--- src/fcc_pkg.sv ---
package fcc_pkg;
   localparam int unsigned CLK_HZ = 20_000_000;
   localparam int unsigned TMR_W = 16;
   // Read-data recovery after power-down release, in ns
   localparam int unsigned PD_READ_NS = 400;
   // Command-write wake time after power-down release, in ns
   localparam int unsigned PD_WRITE_NS = 1000;
   localparam logic [TMR_W-1:0] PD_READ_CYC =
      TMR_W'((PD_READ_NS * (CLK_HZ / 1_000_000) + 999) / 1000);
   localparam logic [TMR_W-1:0] PD_WRITE_CYC =
      TMR_W'((PD_WRITE_NS * (CLK_HZ / 1_000_000) + 999) / 1000);
   localparam logic [TMR_W-1:0] WAKE_CYC =
      (PD_WRITE_CYC > PD_READ_CYC) ? PD_WRITE_CYC : PD_READ_CYC;
   localparam int unsigned ADDR_W = 20;
   localparam int unsigned DATA_W = 8;
   localparam int unsigned BLK_W = 4;
   localparam int unsigned BLK_OFS_W = 16;

   typedef enum logic [2:0] {
      FCC_OP_READ = 3'h0,
      FCC_OP_WRITE = 3'h1,
      FCC_OP_ERASE = 3'h2,
      FCC_OP_SUSPEND = 3'h3,
      FCC_OP_RESUME = 3'h4,
      FCC_OP_STATUS = 3'h5,
      FCC_OP_CLEAR = 3'h6
   } fcc_op_t;

   typedef enum logic [2:0] {
      FCC_ST_PD = 3'h0,
      FCC_ST_WAKE = 3'h1,
      FCC_ST_IDLE = 3'h2,
      FCC_ST_WLO = 3'h3,
      FCC_ST_WHI = 3'h4,
      FCC_ST_RD = 3'h5,
      FCC_ST_SETTLE = 3'h6,
      FCC_ST_BUSY = 3'h7
   } fcc_state_t;
endpackage

--- src/fcc_tmr_if.sv ---
`timescale 1ns/1ps
`default_nettype none
interface fcc_tmr_if;
   logic load;
   logic [fcc_pkg::TMR_W-1:0] count;
   logic done;
   modport owner (output load, output count, input done);
   modport timer (input load, input count, output done);
endinterface
`default_nettype wire

--- src/fcc_host.sv ---
// Contract
// Address one megabyte, byte-wide data path.
// Sixteen 64 KB blocks, each erased alone.
// Erase clears one block, long wait.
// During suspend, read other blocks only.
// Setup then confirm write, back to back.
// Device sequences itself; host only waits.
// Program one byte per write operation.
// Status register gives busy and result.
// Ready/busy low while operation runs.
// Ready/busy high when idle or suspended.
// Chip select and power-down high: standby.
// Power-down low blocks every array change.
// Wait 400 ns before reading after wake.
// Wait 1 us before command writes.
// Power-down low aborts and clears status.
// Wake returns device to read-array mode.
// Address and data latched on strobe rise.
// Low programming supply refuses array changes.
`timescale 1ns/1ps
`default_nettype none
module fcc_host #(
   parameter logic [7:0] CMD_READ_ARRAY = 8'h01,
   parameter logic [7:0] CMD_READ_STATUS = 8'h02,
   parameter logic [7:0] CMD_CLEAR_STATUS = 8'h03,
   parameter logic [7:0] CMD_ERASE_SETUP = 8'h04,
   parameter logic [7:0] CMD_ERASE_CONFIRM = 8'h05,
   parameter logic [7:0] CMD_SUSPEND = 8'h06,
   parameter logic [7:0] CMD_RESUME = 8'h07,
   parameter logic [7:0] CMD_WRITE_SETUP = 8'h08,
   parameter logic [15:0] WE_CYC = 16'h0002,
   parameter logic [15:0] RD_CYC = 16'h0003,
   parameter logic [15:0] SETTLE_CYC = 16'h0004
) (
   input wire logic clk, // System clock
   input wire logic reset_n, // Synchronous reset, active low
   input wire logic pd_req, // Hold device in deep power-down
   input wire logic vpp_ok, // Programming supply above lockout
   input wire logic cmd_valid, // Request present
   input wire logic [2:0] cmd_op, // Request kind
   input wire logic [19:0] cmd_addr, // Byte address
   input wire logic [7:0] cmd_data, // Byte to program
   output logic cmd_ready, // Request may be taken
   output logic rsp_valid, // Answer pulse
   output logic rsp_err, // Request refused
   output logic [7:0] rsp_data, // Read byte or status
   output logic erase_active, // Block erase outstanding
   output logic erase_suspended, // Erase held in suspend
   output logic [19:0] flash_addr, // Address pins
   output logic [7:0] flash_dq_out, // Data pins, driven value
   output logic flash_dq_oe, // Data pins driven
   input wire logic [7:0] flash_dq_in, // Data pins, sensed value
   output logic flash_ce_n, // Chip select
   output logic flash_oe_n, // Output enable
   output logic flash_we_n, // Write strobe
   output logic powerdown_reset_n, // Power-down and reset
   input wire logic ready_busy_out // Device ready, low when busy
);
   fcc_tmr_if tif ();
   fcc_timer u_timer (.clk(clk), .reset_n(reset_n), .t(tif));

   fcc_pkg::fcc_state_t state, next_state;
   fcc_pkg::fcc_op_t op;
   logic idx, next_idx;
   logic [19:0] op_addr;
   logic [7:0] op_data;
   logic [3:0] erase_blk;
   logic next_erase, next_susp, next_rsp_valid, next_rsp_err, take;
   logic [7:0] next_rsp_data;

   wire fcc_pkg::fcc_op_t req_op = fcc_pkg::fcc_op_t'(cmd_op);
   wire req_alters = (req_op == fcc_pkg::FCC_OP_WRITE) || (req_op == fcc_pkg::FCC_OP_ERASE)
      || (req_op == fcc_pkg::FCC_OP_RESUME);
   wire [3:0] req_blk = cmd_addr[19:16];
   wire running = erase_active && !erase_suspended;
   // alterations refused when supply is low
   wire refuse_vpp = req_alters && !vpp_ok;
   // no reads from the block under erase
   wire refuse_blk = (req_op == fcc_pkg::FCC_OP_READ) && erase_active
      && req_blk == erase_blk;
   wire refuse_busy = (req_op == fcc_pkg::FCC_OP_WRITE || req_op == fcc_pkg::FCC_OP_ERASE
      || req_op == fcc_pkg::FCC_OP_READ) && running;
   wire refuse_state = (req_op == fcc_pkg::FCC_OP_ERASE && erase_active)
      || (req_op == fcc_pkg::FCC_OP_WRITE && erase_active)
      || (req_op == fcc_pkg::FCC_OP_SUSPEND && !running)
      || (req_op == fcc_pkg::FCC_OP_RESUME && !erase_suspended)
      || (cmd_op > 3'h6);
   wire refuse = refuse_vpp || refuse_blk || refuse_busy || refuse_state;
   // two-write operations
   wire two_writes = (op == fcc_pkg::FCC_OP_WRITE) || (op == fcc_pkg::FCC_OP_ERASE);
   wire [7:0] first_code =
      (op == fcc_pkg::FCC_OP_READ) ? CMD_READ_ARRAY :
      (op == fcc_pkg::FCC_OP_WRITE) ? CMD_WRITE_SETUP :
      (op == fcc_pkg::FCC_OP_ERASE) ? CMD_ERASE_SETUP :
      (op == fcc_pkg::FCC_OP_SUSPEND) ? CMD_SUSPEND :
      (op == fcc_pkg::FCC_OP_RESUME) ? CMD_RESUME :
      (op == fcc_pkg::FCC_OP_STATUS) ? CMD_READ_STATUS : CMD_CLEAR_STATUS;
   wire [7:0] second_code = (op == fcc_pkg::FCC_OP_ERASE) ? CMD_ERASE_CONFIRM : op_data;
   wire [7:0] next_dq = next_idx ? second_code : first_code;
   wire ns_wlo = next_state == fcc_pkg::FCC_ST_WLO;
   wire ns_whi = next_state == fcc_pkg::FCC_ST_WHI;
   wire ns_rd = next_state == fcc_pkg::FCC_ST_RD;

   always_comb begin
      next_state = state;
      next_idx = idx;
      next_erase = erase_active;
      next_susp = erase_suspended;
      next_rsp_valid = 1'b0;
      next_rsp_err = 1'b0;
      next_rsp_data = rsp_data;
      take = 1'b0;
      tif.load = 1'b0;
      tif.count = '0;
      if (pd_req && state != fcc_pkg::FCC_ST_PD) begin
         // power-down aborts the operation under way
         next_state = fcc_pkg::FCC_ST_PD;
         next_erase = 1'b0;
         next_susp = 1'b0;
      end else begin
         unique case (state)
            fcc_pkg::FCC_ST_PD: begin
               if (!pd_req) begin
                  // wake delay covers read recovery
                  // and the command-write wake time
                  next_state = fcc_pkg::FCC_ST_WAKE;
                  tif.load = 1'b1;
                  tif.count = fcc_pkg::WAKE_CYC;
               end
            end
            fcc_pkg::FCC_ST_WAKE: begin
               if (tif.done) begin
                  // wake lands in read-array idle
                  next_state = fcc_pkg::FCC_ST_IDLE;
               end
            end
            fcc_pkg::FCC_ST_IDLE: begin
               // erase ends once the device reports ready
               // suspended erase also shows ready
               if (running && tif.done && ready_busy_out) begin
                  next_erase = 1'b0;
               end
               if (cmd_valid && refuse) begin
                  next_rsp_valid = 1'b1;
                  next_rsp_err = 1'b1;
               end else if (cmd_valid) begin
                  take = 1'b1;
                  next_idx = 1'b0;
                  next_state = fcc_pkg::FCC_ST_WLO;
                  tif.load = 1'b1;
                  tif.count = WE_CYC;
               end
            end
            fcc_pkg::FCC_ST_WLO: begin
               if (tif.done) begin
                  next_state = fcc_pkg::FCC_ST_WHI;
               end
            end
            fcc_pkg::FCC_ST_WHI: begin
               tif.load = 1'b1;
               if (!idx && two_writes) begin
                  // confirm write follows the setup at once
                  next_idx = 1'b1;
                  next_state = fcc_pkg::FCC_ST_WLO;
                  tif.count = WE_CYC;
               end else if (op == fcc_pkg::FCC_OP_READ || op == fcc_pkg::FCC_OP_STATUS) begin
                  next_state = fcc_pkg::FCC_ST_RD;
                  tif.count = RD_CYC;
               end else if (op == fcc_pkg::FCC_OP_WRITE || op == fcc_pkg::FCC_OP_SUSPEND) begin
                  next_state = fcc_pkg::FCC_ST_SETTLE;
                  tif.count = SETTLE_CYC;
               end else begin
                  // erase runs in the background
                  next_state = fcc_pkg::FCC_ST_IDLE;
                  tif.count = SETTLE_CYC;
                  next_rsp_valid = 1'b1;
                  if (op == fcc_pkg::FCC_OP_ERASE) begin
                     next_erase = 1'b1;
                  end
                  if (op == fcc_pkg::FCC_OP_RESUME) begin
                     next_susp = 1'b0;
                  end
               end
            end
            fcc_pkg::FCC_ST_RD: begin
               if (tif.done) begin
                  // status or array byte returned
                  next_rsp_data = flash_dq_in;
                  next_rsp_valid = 1'b1;
                  next_state = fcc_pkg::FCC_ST_IDLE;
               end
            end
            fcc_pkg::FCC_ST_SETTLE: begin
               if (tif.done) begin
                  next_state = fcc_pkg::FCC_ST_BUSY;
               end
            end
            fcc_pkg::FCC_ST_BUSY: begin
               // host only waits for the device to finish
               // low ready/busy holds the host here
               if (ready_busy_out) begin
                  next_rsp_valid = 1'b1;
                  next_state = fcc_pkg::FCC_ST_IDLE;
                  if (op == fcc_pkg::FCC_OP_SUSPEND) begin
                     next_susp = 1'b1;
                  end
               end
            end
         endcase
      end
   end

   always_ff @(posedge clk) begin
      if (!reset_n) begin
         state <= fcc_pkg::FCC_ST_PD;
         op <= fcc_pkg::FCC_OP_READ;
         op_addr <= '0;
         op_data <= '0;
         erase_blk <= '0;
         idx <= 1'b0;
         erase_active <= 1'b0;
         erase_suspended <= 1'b0;
         rsp_valid <= 1'b0;
         rsp_err <= 1'b0;
         rsp_data <= '0;
         cmd_ready <= 1'b0;
      end else begin
         state <= next_state;
         idx <= next_idx;
         erase_active <= next_erase;
         erase_suspended <= next_susp;
         rsp_valid <= next_rsp_valid;
         rsp_err <= next_rsp_err;
         rsp_data <= next_rsp_data;
         cmd_ready <= next_state == fcc_pkg::FCC_ST_IDLE && !take;
         if (take) begin
            op <= req_op;
            // one byte per write
            op_data <= cmd_data;
            // full byte address kept for the cycle, block base only for erase
            op_addr <= (req_op == fcc_pkg::FCC_OP_ERASE) ? {req_blk, 16'h0000} : cmd_addr;
            if (req_op == fcc_pkg::FCC_OP_ERASE) begin
               erase_blk <= req_blk;
            end
         end
      end
   end

   always_ff @(posedge clk) begin
      if (!reset_n) begin
         flash_addr <= '0;
         flash_dq_out <= '0;
         flash_dq_oe <= 1'b0;
         flash_ce_n <= 1'b1;
         flash_oe_n <= 1'b1;
         flash_we_n <= 1'b1;
         powerdown_reset_n <= 1'b0;
      end else begin
         flash_addr <= take ? ((req_op == fcc_pkg::FCC_OP_ERASE) ? {req_blk, 16'h0000}
            : cmd_addr) : op_addr;
         flash_dq_out <= take ? CMD_READ_ARRAY : next_dq;
         flash_dq_oe <= ns_wlo || ns_whi;
         // chip select released between operations for standby
         flash_ce_n <= !(ns_wlo || ns_whi || ns_rd);
         flash_oe_n <= !ns_rd;
         // strobe rises with address and data still held
         flash_we_n <= !ns_wlo;
         // power-down held low while requested
         powerdown_reset_n <= next_state != fcc_pkg::FCC_ST_PD;
      end
   end
endmodule
`default_nettype wire

--- src/fcc_timer.sv ---
`timescale 1ns/1ps
`default_nettype none
module fcc_timer (
   input wire logic clk, // System clock
   input wire logic reset_n, // Synchronous reset, active low
   fcc_tmr_if.timer t // Load and done handshake
);
   logic [fcc_pkg::TMR_W-1:0] remain;
   logic [fcc_pkg::TMR_W-1:0] next_remain;

   assign next_remain = t.load ? t.count :
      (remain != '0) ? remain - fcc_pkg::TMR_W'(1) : remain;
   assign t.done = (remain == '0) && !t.load;

   always_ff @(posedge clk) begin
      if (!reset_n) begin
         remain <= '0;
      end else begin
         remain <= next_remain;
      end
   end
endmodule
`default_nettype wire

--- config.mk ---
export PLATFORM = sky130hd
export DESIGN_NAME = fcc_host
export DESIGN_NICKNAME = d
export VERILOG_FILES = /design/src/fcc_pkg.sv /design/src/fcc_tmr_if.sv /design/src/fcc_host.sv /design/src/fcc_timer.sv
export SDC_FILE = /design/constraint.sdc
export NUM_CORES = 1
export LEC_CHECK = 0
export ABC_AREA = 1
export BUFFER_PORTS_ARGS = -buffer_cell sky130_fd_sc_hd__buf_2
export CORE_MARGIN = 4
export CORE_UTILIZATION = 53
export CTS_CLUSTER_DIAMETER = 100
export DETAILED_ROUTE_END_ITERATION = 7
export GPL_TIMING_DRIVEN = 0
export PLACE_DENSITY = 0.79
export SLEW_MARGIN = 10
export SYNTH_ARGS = -nofsm -noshare
export SYNTH_HDL_FRONTEND = slang
export SYNTH_SLANG_ARGS = --single-unit
--- constraint.sdc ---
create_clock -name clk -period 2.4 [get_ports clk]
set_clock_uncertainty 0.1 [all_clocks]
set_input_delay 0.48 -clock clk [delete_from_list [all_inputs] [get_ports clk]]
set_output_delay 0.48 -clock clk [all_outputs]
set_load 0.02 [all_outputs]
==> out/results.tsv, run 1 <==
metric	value	unit
vias	3470	
Via-to-Cell Ratio	5.20	
startpoint types	register	
top cells by area, synth	dfxtp_1 (44%), nand2_1 (6.2%), nor2_1 (6.2%), inv_1 (5.6%), a32o_1 (4.3%)	
leakage power	2.03	nW
GRT Total Usage	0.216	
Hold Fails Final Rpt	0	
Num CTS Buffers	9	
CTS tree	built	
Detail Route Antenna Nets	0	
diodes inserted	0	
Critical Path RT	2.55	ns
sequential fraction of the synthesis area	0.439	
GP Congestion	0.894	
WHS	0.265	ns
vias in the first global route	3251	
CP Class	reg2reg	
worst-margin pin slew	0.686	ns
Initial DRC Count	176	
HP Class	in2reg	
Worst-Skew Late Latency	0.35	ns
Die Height	91.5	µm
Comb power frac	0.279	
arrival time worst endpoint	2.40	ns
Setup Viol. Count Final	0	
Clock Power Share	0.274	
FP Rows	30	
largest net degree at the start of global routing	14	
Slew HR	0.543	
first-pass GRT wire length	14.8	mm
GR Overflow Total	0	
switch share	0.344	
Seq pwr share	0.447	
initial antenna violation count	0	
core area	6790	µm²
Clock Root Buffer	clkbuf_8	
RSZ-0062 raised after global routing	no	
area grow syn2layout	21.2	%
syn_nets	508	
Synth Area per Inst	7.99	µm²
internal power	2.21	mW
starting density of the core	0.544	
die footprint	8370	µm²
status	finished clean	
wire length per cell	13.4	µm
cell taking the most area after synthesis	dfxtp_1	
final setup TNS	0	ns
CP endpoint kind	register	
Synth Instances	462	
Post-Syn Area	3690	µm²
number of port buffers	90	
width of the chip	91.5	µm
#FFs+latches synth	81	
minimum clock period	2.25	ns
Worst VDD drop	0.000343	V
Final nets	612	
# IOs	91	
Yosys top cell area share	0.439	
fmax	0.445	GHz
CTS H-Tree Depth	3	
Slew Viols, Final	0	
DRC violations left	0	
Clock Sinks	81	
CTS clk-pin slew, worst paths	0.09	ns
HPWL after detailed placement	6.74	mm
Ys Warns	0	
post-synthesis cell type count	43	
TritonRoute pass-1 iters	6	
Critical Path Fanout Max	5	
period utilization	0.935	
Final Routed Wirelength	8.92	mm
Pwr Density	751	nW/µm²
Net Switching	1.16	mW
ratio of cells with drive above 1 in the final layout	0.308	
max cap viols	0	
Max Root-Sink Buffers	2	
## synth_stat cells
cell type  count
dfxtp_1       81
nand2_1       61
nor2_1        61
inv_1         55
a21oi_1       31
o21ai_0       24
a32o_1        16
nand3_1       16
inv_2         13
nor3_1        11
a211oi_2       9
nand2_2        9
nor2_2         7
nor2_4         7
a211oi_1       5
clkbuf_1       5
nand3_2        5
nand4_1        5
nor4_1         5
xor2_1         4
buf_2          3
a221oi_1       2
and3_1         2
buf_6          2
nand2_4        2
nand3_4        2
o22ai_1        2
xnor2_1        2
a2111oi_0      1
a31oi_1        1
buf_1          1
buf_4          1
clkinv_2       1
ha_1           1
inv_4          1
nand3b_1       1
nand4_2        1
nand4_4        1
nor3_2         1
nor3_4         1
o211ai_1       1
o21ai_1        1
o31ai_1        1
## cell usage in the layout, fill, tap and decap left out, drive strengths merged, types with 16 or more instances in the layout
| cell | netlist | routed |
|---|---|---|
| a32o | 16 | 16 |
| a21oi | 31 | 31 |
| nand2 | 72 | 72 |
| inv | 69 | 69 |
| buf | 7 | 100 |
| dfxtp | 81 | 81 |
| o21ai | 25 | 25 |
| nor2 | 75 | 75 |
| nand3 | 23 | 23 |
| clkbuf | 5 | 16 |
## registers in the layout, indices dropped and copies added (netlist names)
signal,count
flash_addr,20
u_timer.remain,16
flash_dq_out,8
op_data,8
rsp_data,8
erase_blk,4
op,3
state,3
cmd_ready,1
erase_active,1
erase_suspended,1
flash_ce_n,1
flash_dq_oe,1
flash_oe_n,1
flash_we_n,1
idx,1
powerdown_reset_n,1
rsp_err,1
rsp_valid,1
## what timing repair did
| action | 4_1_cts | 5_1_grt |
|---|---|---|
| resized for setup | 0 | 2 |
| setup buffers | 0 | 3 |
| setup endpoints to repair | 0 | 2 |
| hold buffers | 0 | 0 |
## area by class of cell
class	instances	area, µm²
multi-input cells	299	1750
inverters	70	267
clock buffers	11	151
repair buffers	93	473
plain buffers	12	67.6
fillers	621	2320
well taps	96	120
flip-flops and latches	81	1620
clock inverters	5	30.0
## critical path, cell delays in order (launching register included)
cell	delay, ns
dfxtp_1	0.32
inv_1	0.08
ha_2	0.20
inv_1	0.09
nor2_4	0.14
inv_2	0.06
nor3_4	0.30
nand3_4	0.18
nand2_4	0.10
nand2_2	0.06
nor2_4	0.14
nor2_4	0.05
nor2_1	0.14
nand2_2	0.07
nand2_2	0.07
nor2_2	0.03
## power groups by stage
stage / clock, mW / combinational (mW) / sequential (mW)
2_1_floorplan: 0 / 0.677 / 1.53
3_3_place_gp: 0 / 0.861 / 1.53
3_5_place_dp: 0 / 0.879 / 1.53
4_1_cts: 0.939 / 0.887 / 1.50
5_1_grt: 1.01 / 1.04 / 1.51
6_report: 0.920 / 0.938 / 1.50
## layer usage
metal / share of wire / up-vias / GRT usage
met5: 0 / - / 0
met1: 0.45 / 1610 / 0.271
met4: 0.023 / 0 / 0.101
li1: - / 1748 / -
met3: 0.052 / 18 / 0.0555
met2: 0.48 / 94 / 0.346
## per-stage QoR
step,setup WS [ns],instances,power [mW],cell area [µm²],util
2_1_floorplan,0.475,462,2.21,3690,-
3_3_place_gp,0.172,648,2.39,4260,0.628
3_5_place_dp,0.104,648,2.41,4260,0.628
4_1_cts,0.123,664,3.33,4450,0.654
5_1_grt,0.00734,667,3.57,4480,0.659
6_report,0.155,667,3.36,4480,0.659
## final timing paths
kind	startpoint	end	slack, ns	depth (start not counted)
setup reg to reg	u_timer.remain[0]	flash_ce_n	0.15	15
hold / removal	cmd_addr[13]	flash_addr[13]	0.27	2
setup / recovery	u_timer.remain[0]	flash_ce_n	0.15	15
hold reg to reg	op_data[5]	flash_dq_out[5]	0.34	2
## cell families after synthesis
logic type,after synthesis,share of synthesized area
buffers and inverters,82,0.0904
xor gates and xnor gates,6,0.0142
and+or+nand+nor,198,0.277
adders and majority gates,1,0.00339
AOI/OAI and AO/OA,94,0.176
DFF,81,0.439
(Power assumes the default switching activity.)
==> run 2, diff against run 1 <==
--- a/config.mk
+++ b/config.mk
@@ -9,10 +9,12 @@
 export BUFFER_PORTS_ARGS = -buffer_cell sky130_fd_sc_hd__buf_2
 export CORE_MARGIN = 4
 export CORE_UTILIZATION = 53
+export CTS_BUF_LIST = sky130_fd_sc_hd__clkbuf_16
 export CTS_CLUSTER_DIAMETER = 100
 export DETAILED_ROUTE_END_ITERATION = 7
 export GPL_TIMING_DRIVEN = 0
 export PLACE_DENSITY = 0.79
+export SKIP_CTS_REPAIR_TIMING = 1
 export SLEW_MARGIN = 10
 export SYNTH_ARGS = -nofsm -noshare
 export SYNTH_HDL_FRONTEND = slang
==> run 2 against run 1 <==
Total power grew 7.4%. Fmax fell by 0.45%. Utilization increased by 0.75 points. Via count down 0.12%. Critical path type unchanged. First-iteration DRC count down 12%. Worst setup slack got worse by 0.010 ns. Critical path depth unchanged. Clock power increased by 32%. Die area is the same. Sequential share of layout area down 0.41 points.
==> out/results.tsv, run 2 (synthesis gave the netlist of run 1 again) <==
metric	value	unit	change
HP Class	in2reg		
Core Util, Final	0.666		+0.00755
# placed instances	648		unchanged
GRT Total Usage	0.214		-0.00226
CP endpoint kind	register		
Worst-Skew Late Latency	0.33	ns	-0.02 ns
diodes inserted	0		unchanged
biggest regs	flash_addr x20, u_timer.remain x16		
FP Rows	30		unchanged
die footprint	8370	µm²	unchanged
startpoint types	register		
wire length per cell	13.2	µm	-1.0%
number of port buffers	90		unchanged
minimum clock period	2.26	ns	+0.0102 ns
starting density of the core	0.544		unchanged
worst setup path endpoint	flash_ce_n		
area grow syn2layout	22.6	%	
Clock Root Buffer	clkbuf_16		
status	finished clean		
max FFs per register	20		unchanged
Critical Path RT	2.53	ns	-0.02 ns
r2r setup slk	0.14	ns	about the same
RSZ-0062 raised after global routing	no		
GR Overflow Total	0		unchanged
Final Routed Wirelength	8.79	mm	-1.4%
ratio of cells with drive above 1 in the final layout	0.299		-0.00894
worst reg-to-reg path cell count	15		unchanged
width of the chip	91.5	µm	unchanged
first-pass GRT wire length	14.7	mm	-0.75%
core area	6790	µm²	unchanged
Critical R2R Launch	u_timer.remain[0]		
arrival time worst endpoint	2.38	ns	-0.02 ns
Via-to-Cell Ratio	5.22		+0.34%
CP Class	reg2reg		
r2r endpoint	flash_ce_n		
DRC violations left	0		unchanged
CP startpoint	u_timer.remain[0]		
Top reg by flops	flash_addr		
final cell count without fillers	664		-0.45%
Clock Sinks	81		unchanged
Hold Fails Final Rpt	0		unchanged
CTS H-Tree Depth	3		unchanged
WHS	0.291	ns	+0.0263 ns
fill cell instance count of the final layout	612		-1.4%
# IOs	91		unchanged
Worst VDD drop	0.000460	V	+34%
TritonRoute pass-1 iters	4		-2
Num CTS Buffers	9		unchanged
Critical Path Fanout Max	8		+3
Hold Crit Depth	2		unchanged
CTS tree	built		
period utilization	0.940		+0.00423
vias	3466		-0.12%
HPWL after detailed placement	6.74	mm	unchanged
commonest non-fill, non-tap cell in the layout	buf_2		
worst-margin pin slew	0.660	ns	-0.0263 ns
Die Height	91.5	µm	unchanged
Initial DRC Count	155		-12%
max cap viols	0		unchanged
Final nets	609		-0.49%
Pwr Density	797	nW/µm²	+6.2%
Max Root-Sink Buffers	2		unchanged
Pwr Total	3.61	mW	+7.4%
final setup TNS	0	ns	unchanged
CTS clk-pin slew, worst paths	0.06	ns	-0.03 ns
largest net degree at the start of global routing	14		unchanged
GP Congestion	0.894		unchanged
most frequent cells in the layout	buf_2 (93), dfxtp_1 (81), nor2_1 (61), nand2_1 (61), inv_1 (55)		
fmax	0.443	GHz	-0.45%
vias in the first global route	3212		-1.2%
Slew Viols, Final	0		unchanged
initial antenna violation count	0		unchanged
Slew HR	0.560		+0.0176
Detail Route Antenna Nets	0		unchanged
Setup Viol. Count Final	0		unchanged
leakage power	2.05	nW	+1.0%
## run 2: where the power goes
group          leakage, nW  switching, mW  total (mW)  internal, mW
Clock                0.126          0.526        1.21         0.686
Combinational         1.27          0.573       0.891         0.318
Sequential           0.656         0.0711        1.50          1.43
## run 2: worst min path at each step
stage	from	end	slack, ns
floorplan	op_data[7]	flash_dq_out[7]	0.31
global placement	op_data[5]	flash_dq_out[5]	0.33
finish	cmd_addr[13]	flash_addr[13]	0.29
CTS	cmd_data[7]	op_data[7]	0.28
global route	cmd_addr[9]	flash_addr[9]	0.29
detailed placement	op_data[4]	flash_dq_out[4]	0.33
## run 2: routing by layer
layer	wire length (µm)	vias to the layer above	track usage	part of all wire
li1	-	1741	-	-
met1	3840	1596	0.268	0.44
met5	0	-	0	0
met2	4180	107	0.347	0.48
met4	263	0	0.109	0.030
met3	502	22	0.0423	0.057
## run 2: layout make-up
| class | instances | area (µm²) | area share |
|---|---|---|---|
| flip-flops and latches | 81 | 1620 | 0.358 |
| well taps | 96 | 120 | 0.0265 |
| clock buffers | 9 | 225 | 0.0498 |
| plain buffers | 12 | 67.6 | 0.0149 |
| inverters | 70 | 267 | 0.0589 |
| multi-input cells | 299 | 1740 | 0.384 |
| clock inverters | 7 | 37.5 | 0.00829 |
| repair buffers | 90 | 450 | 0.0995 |
## run 2: per-stage QoR
step,worst slack (ns),instance area [µm²]
2_1_floorplan,0.475,3690
3_5_place_dp,0.104,4260
5_1_grt,0.0118,4530
3_3_place_gp,0.172,4260
6_report,0.145,4530
4_1_cts,0.134,4530
## run 2: worst max-delay path, stage by stage (launching register included)
cell	delay, ns
dfxtp_1	0.32
inv_1	0.08
ha_1	0.20
inv_1	0.09
nor2_2	0.17
inv_2	0.07
nor3_4	0.26
nand3_4	0.20
nand2_1	0.13
nand2_2	0.07
nor2_4	0.12
nor2_4	0.05
nor2_1	0.12
nand2_2	0.06
nand2_2	0.07
nor2_2	0.03
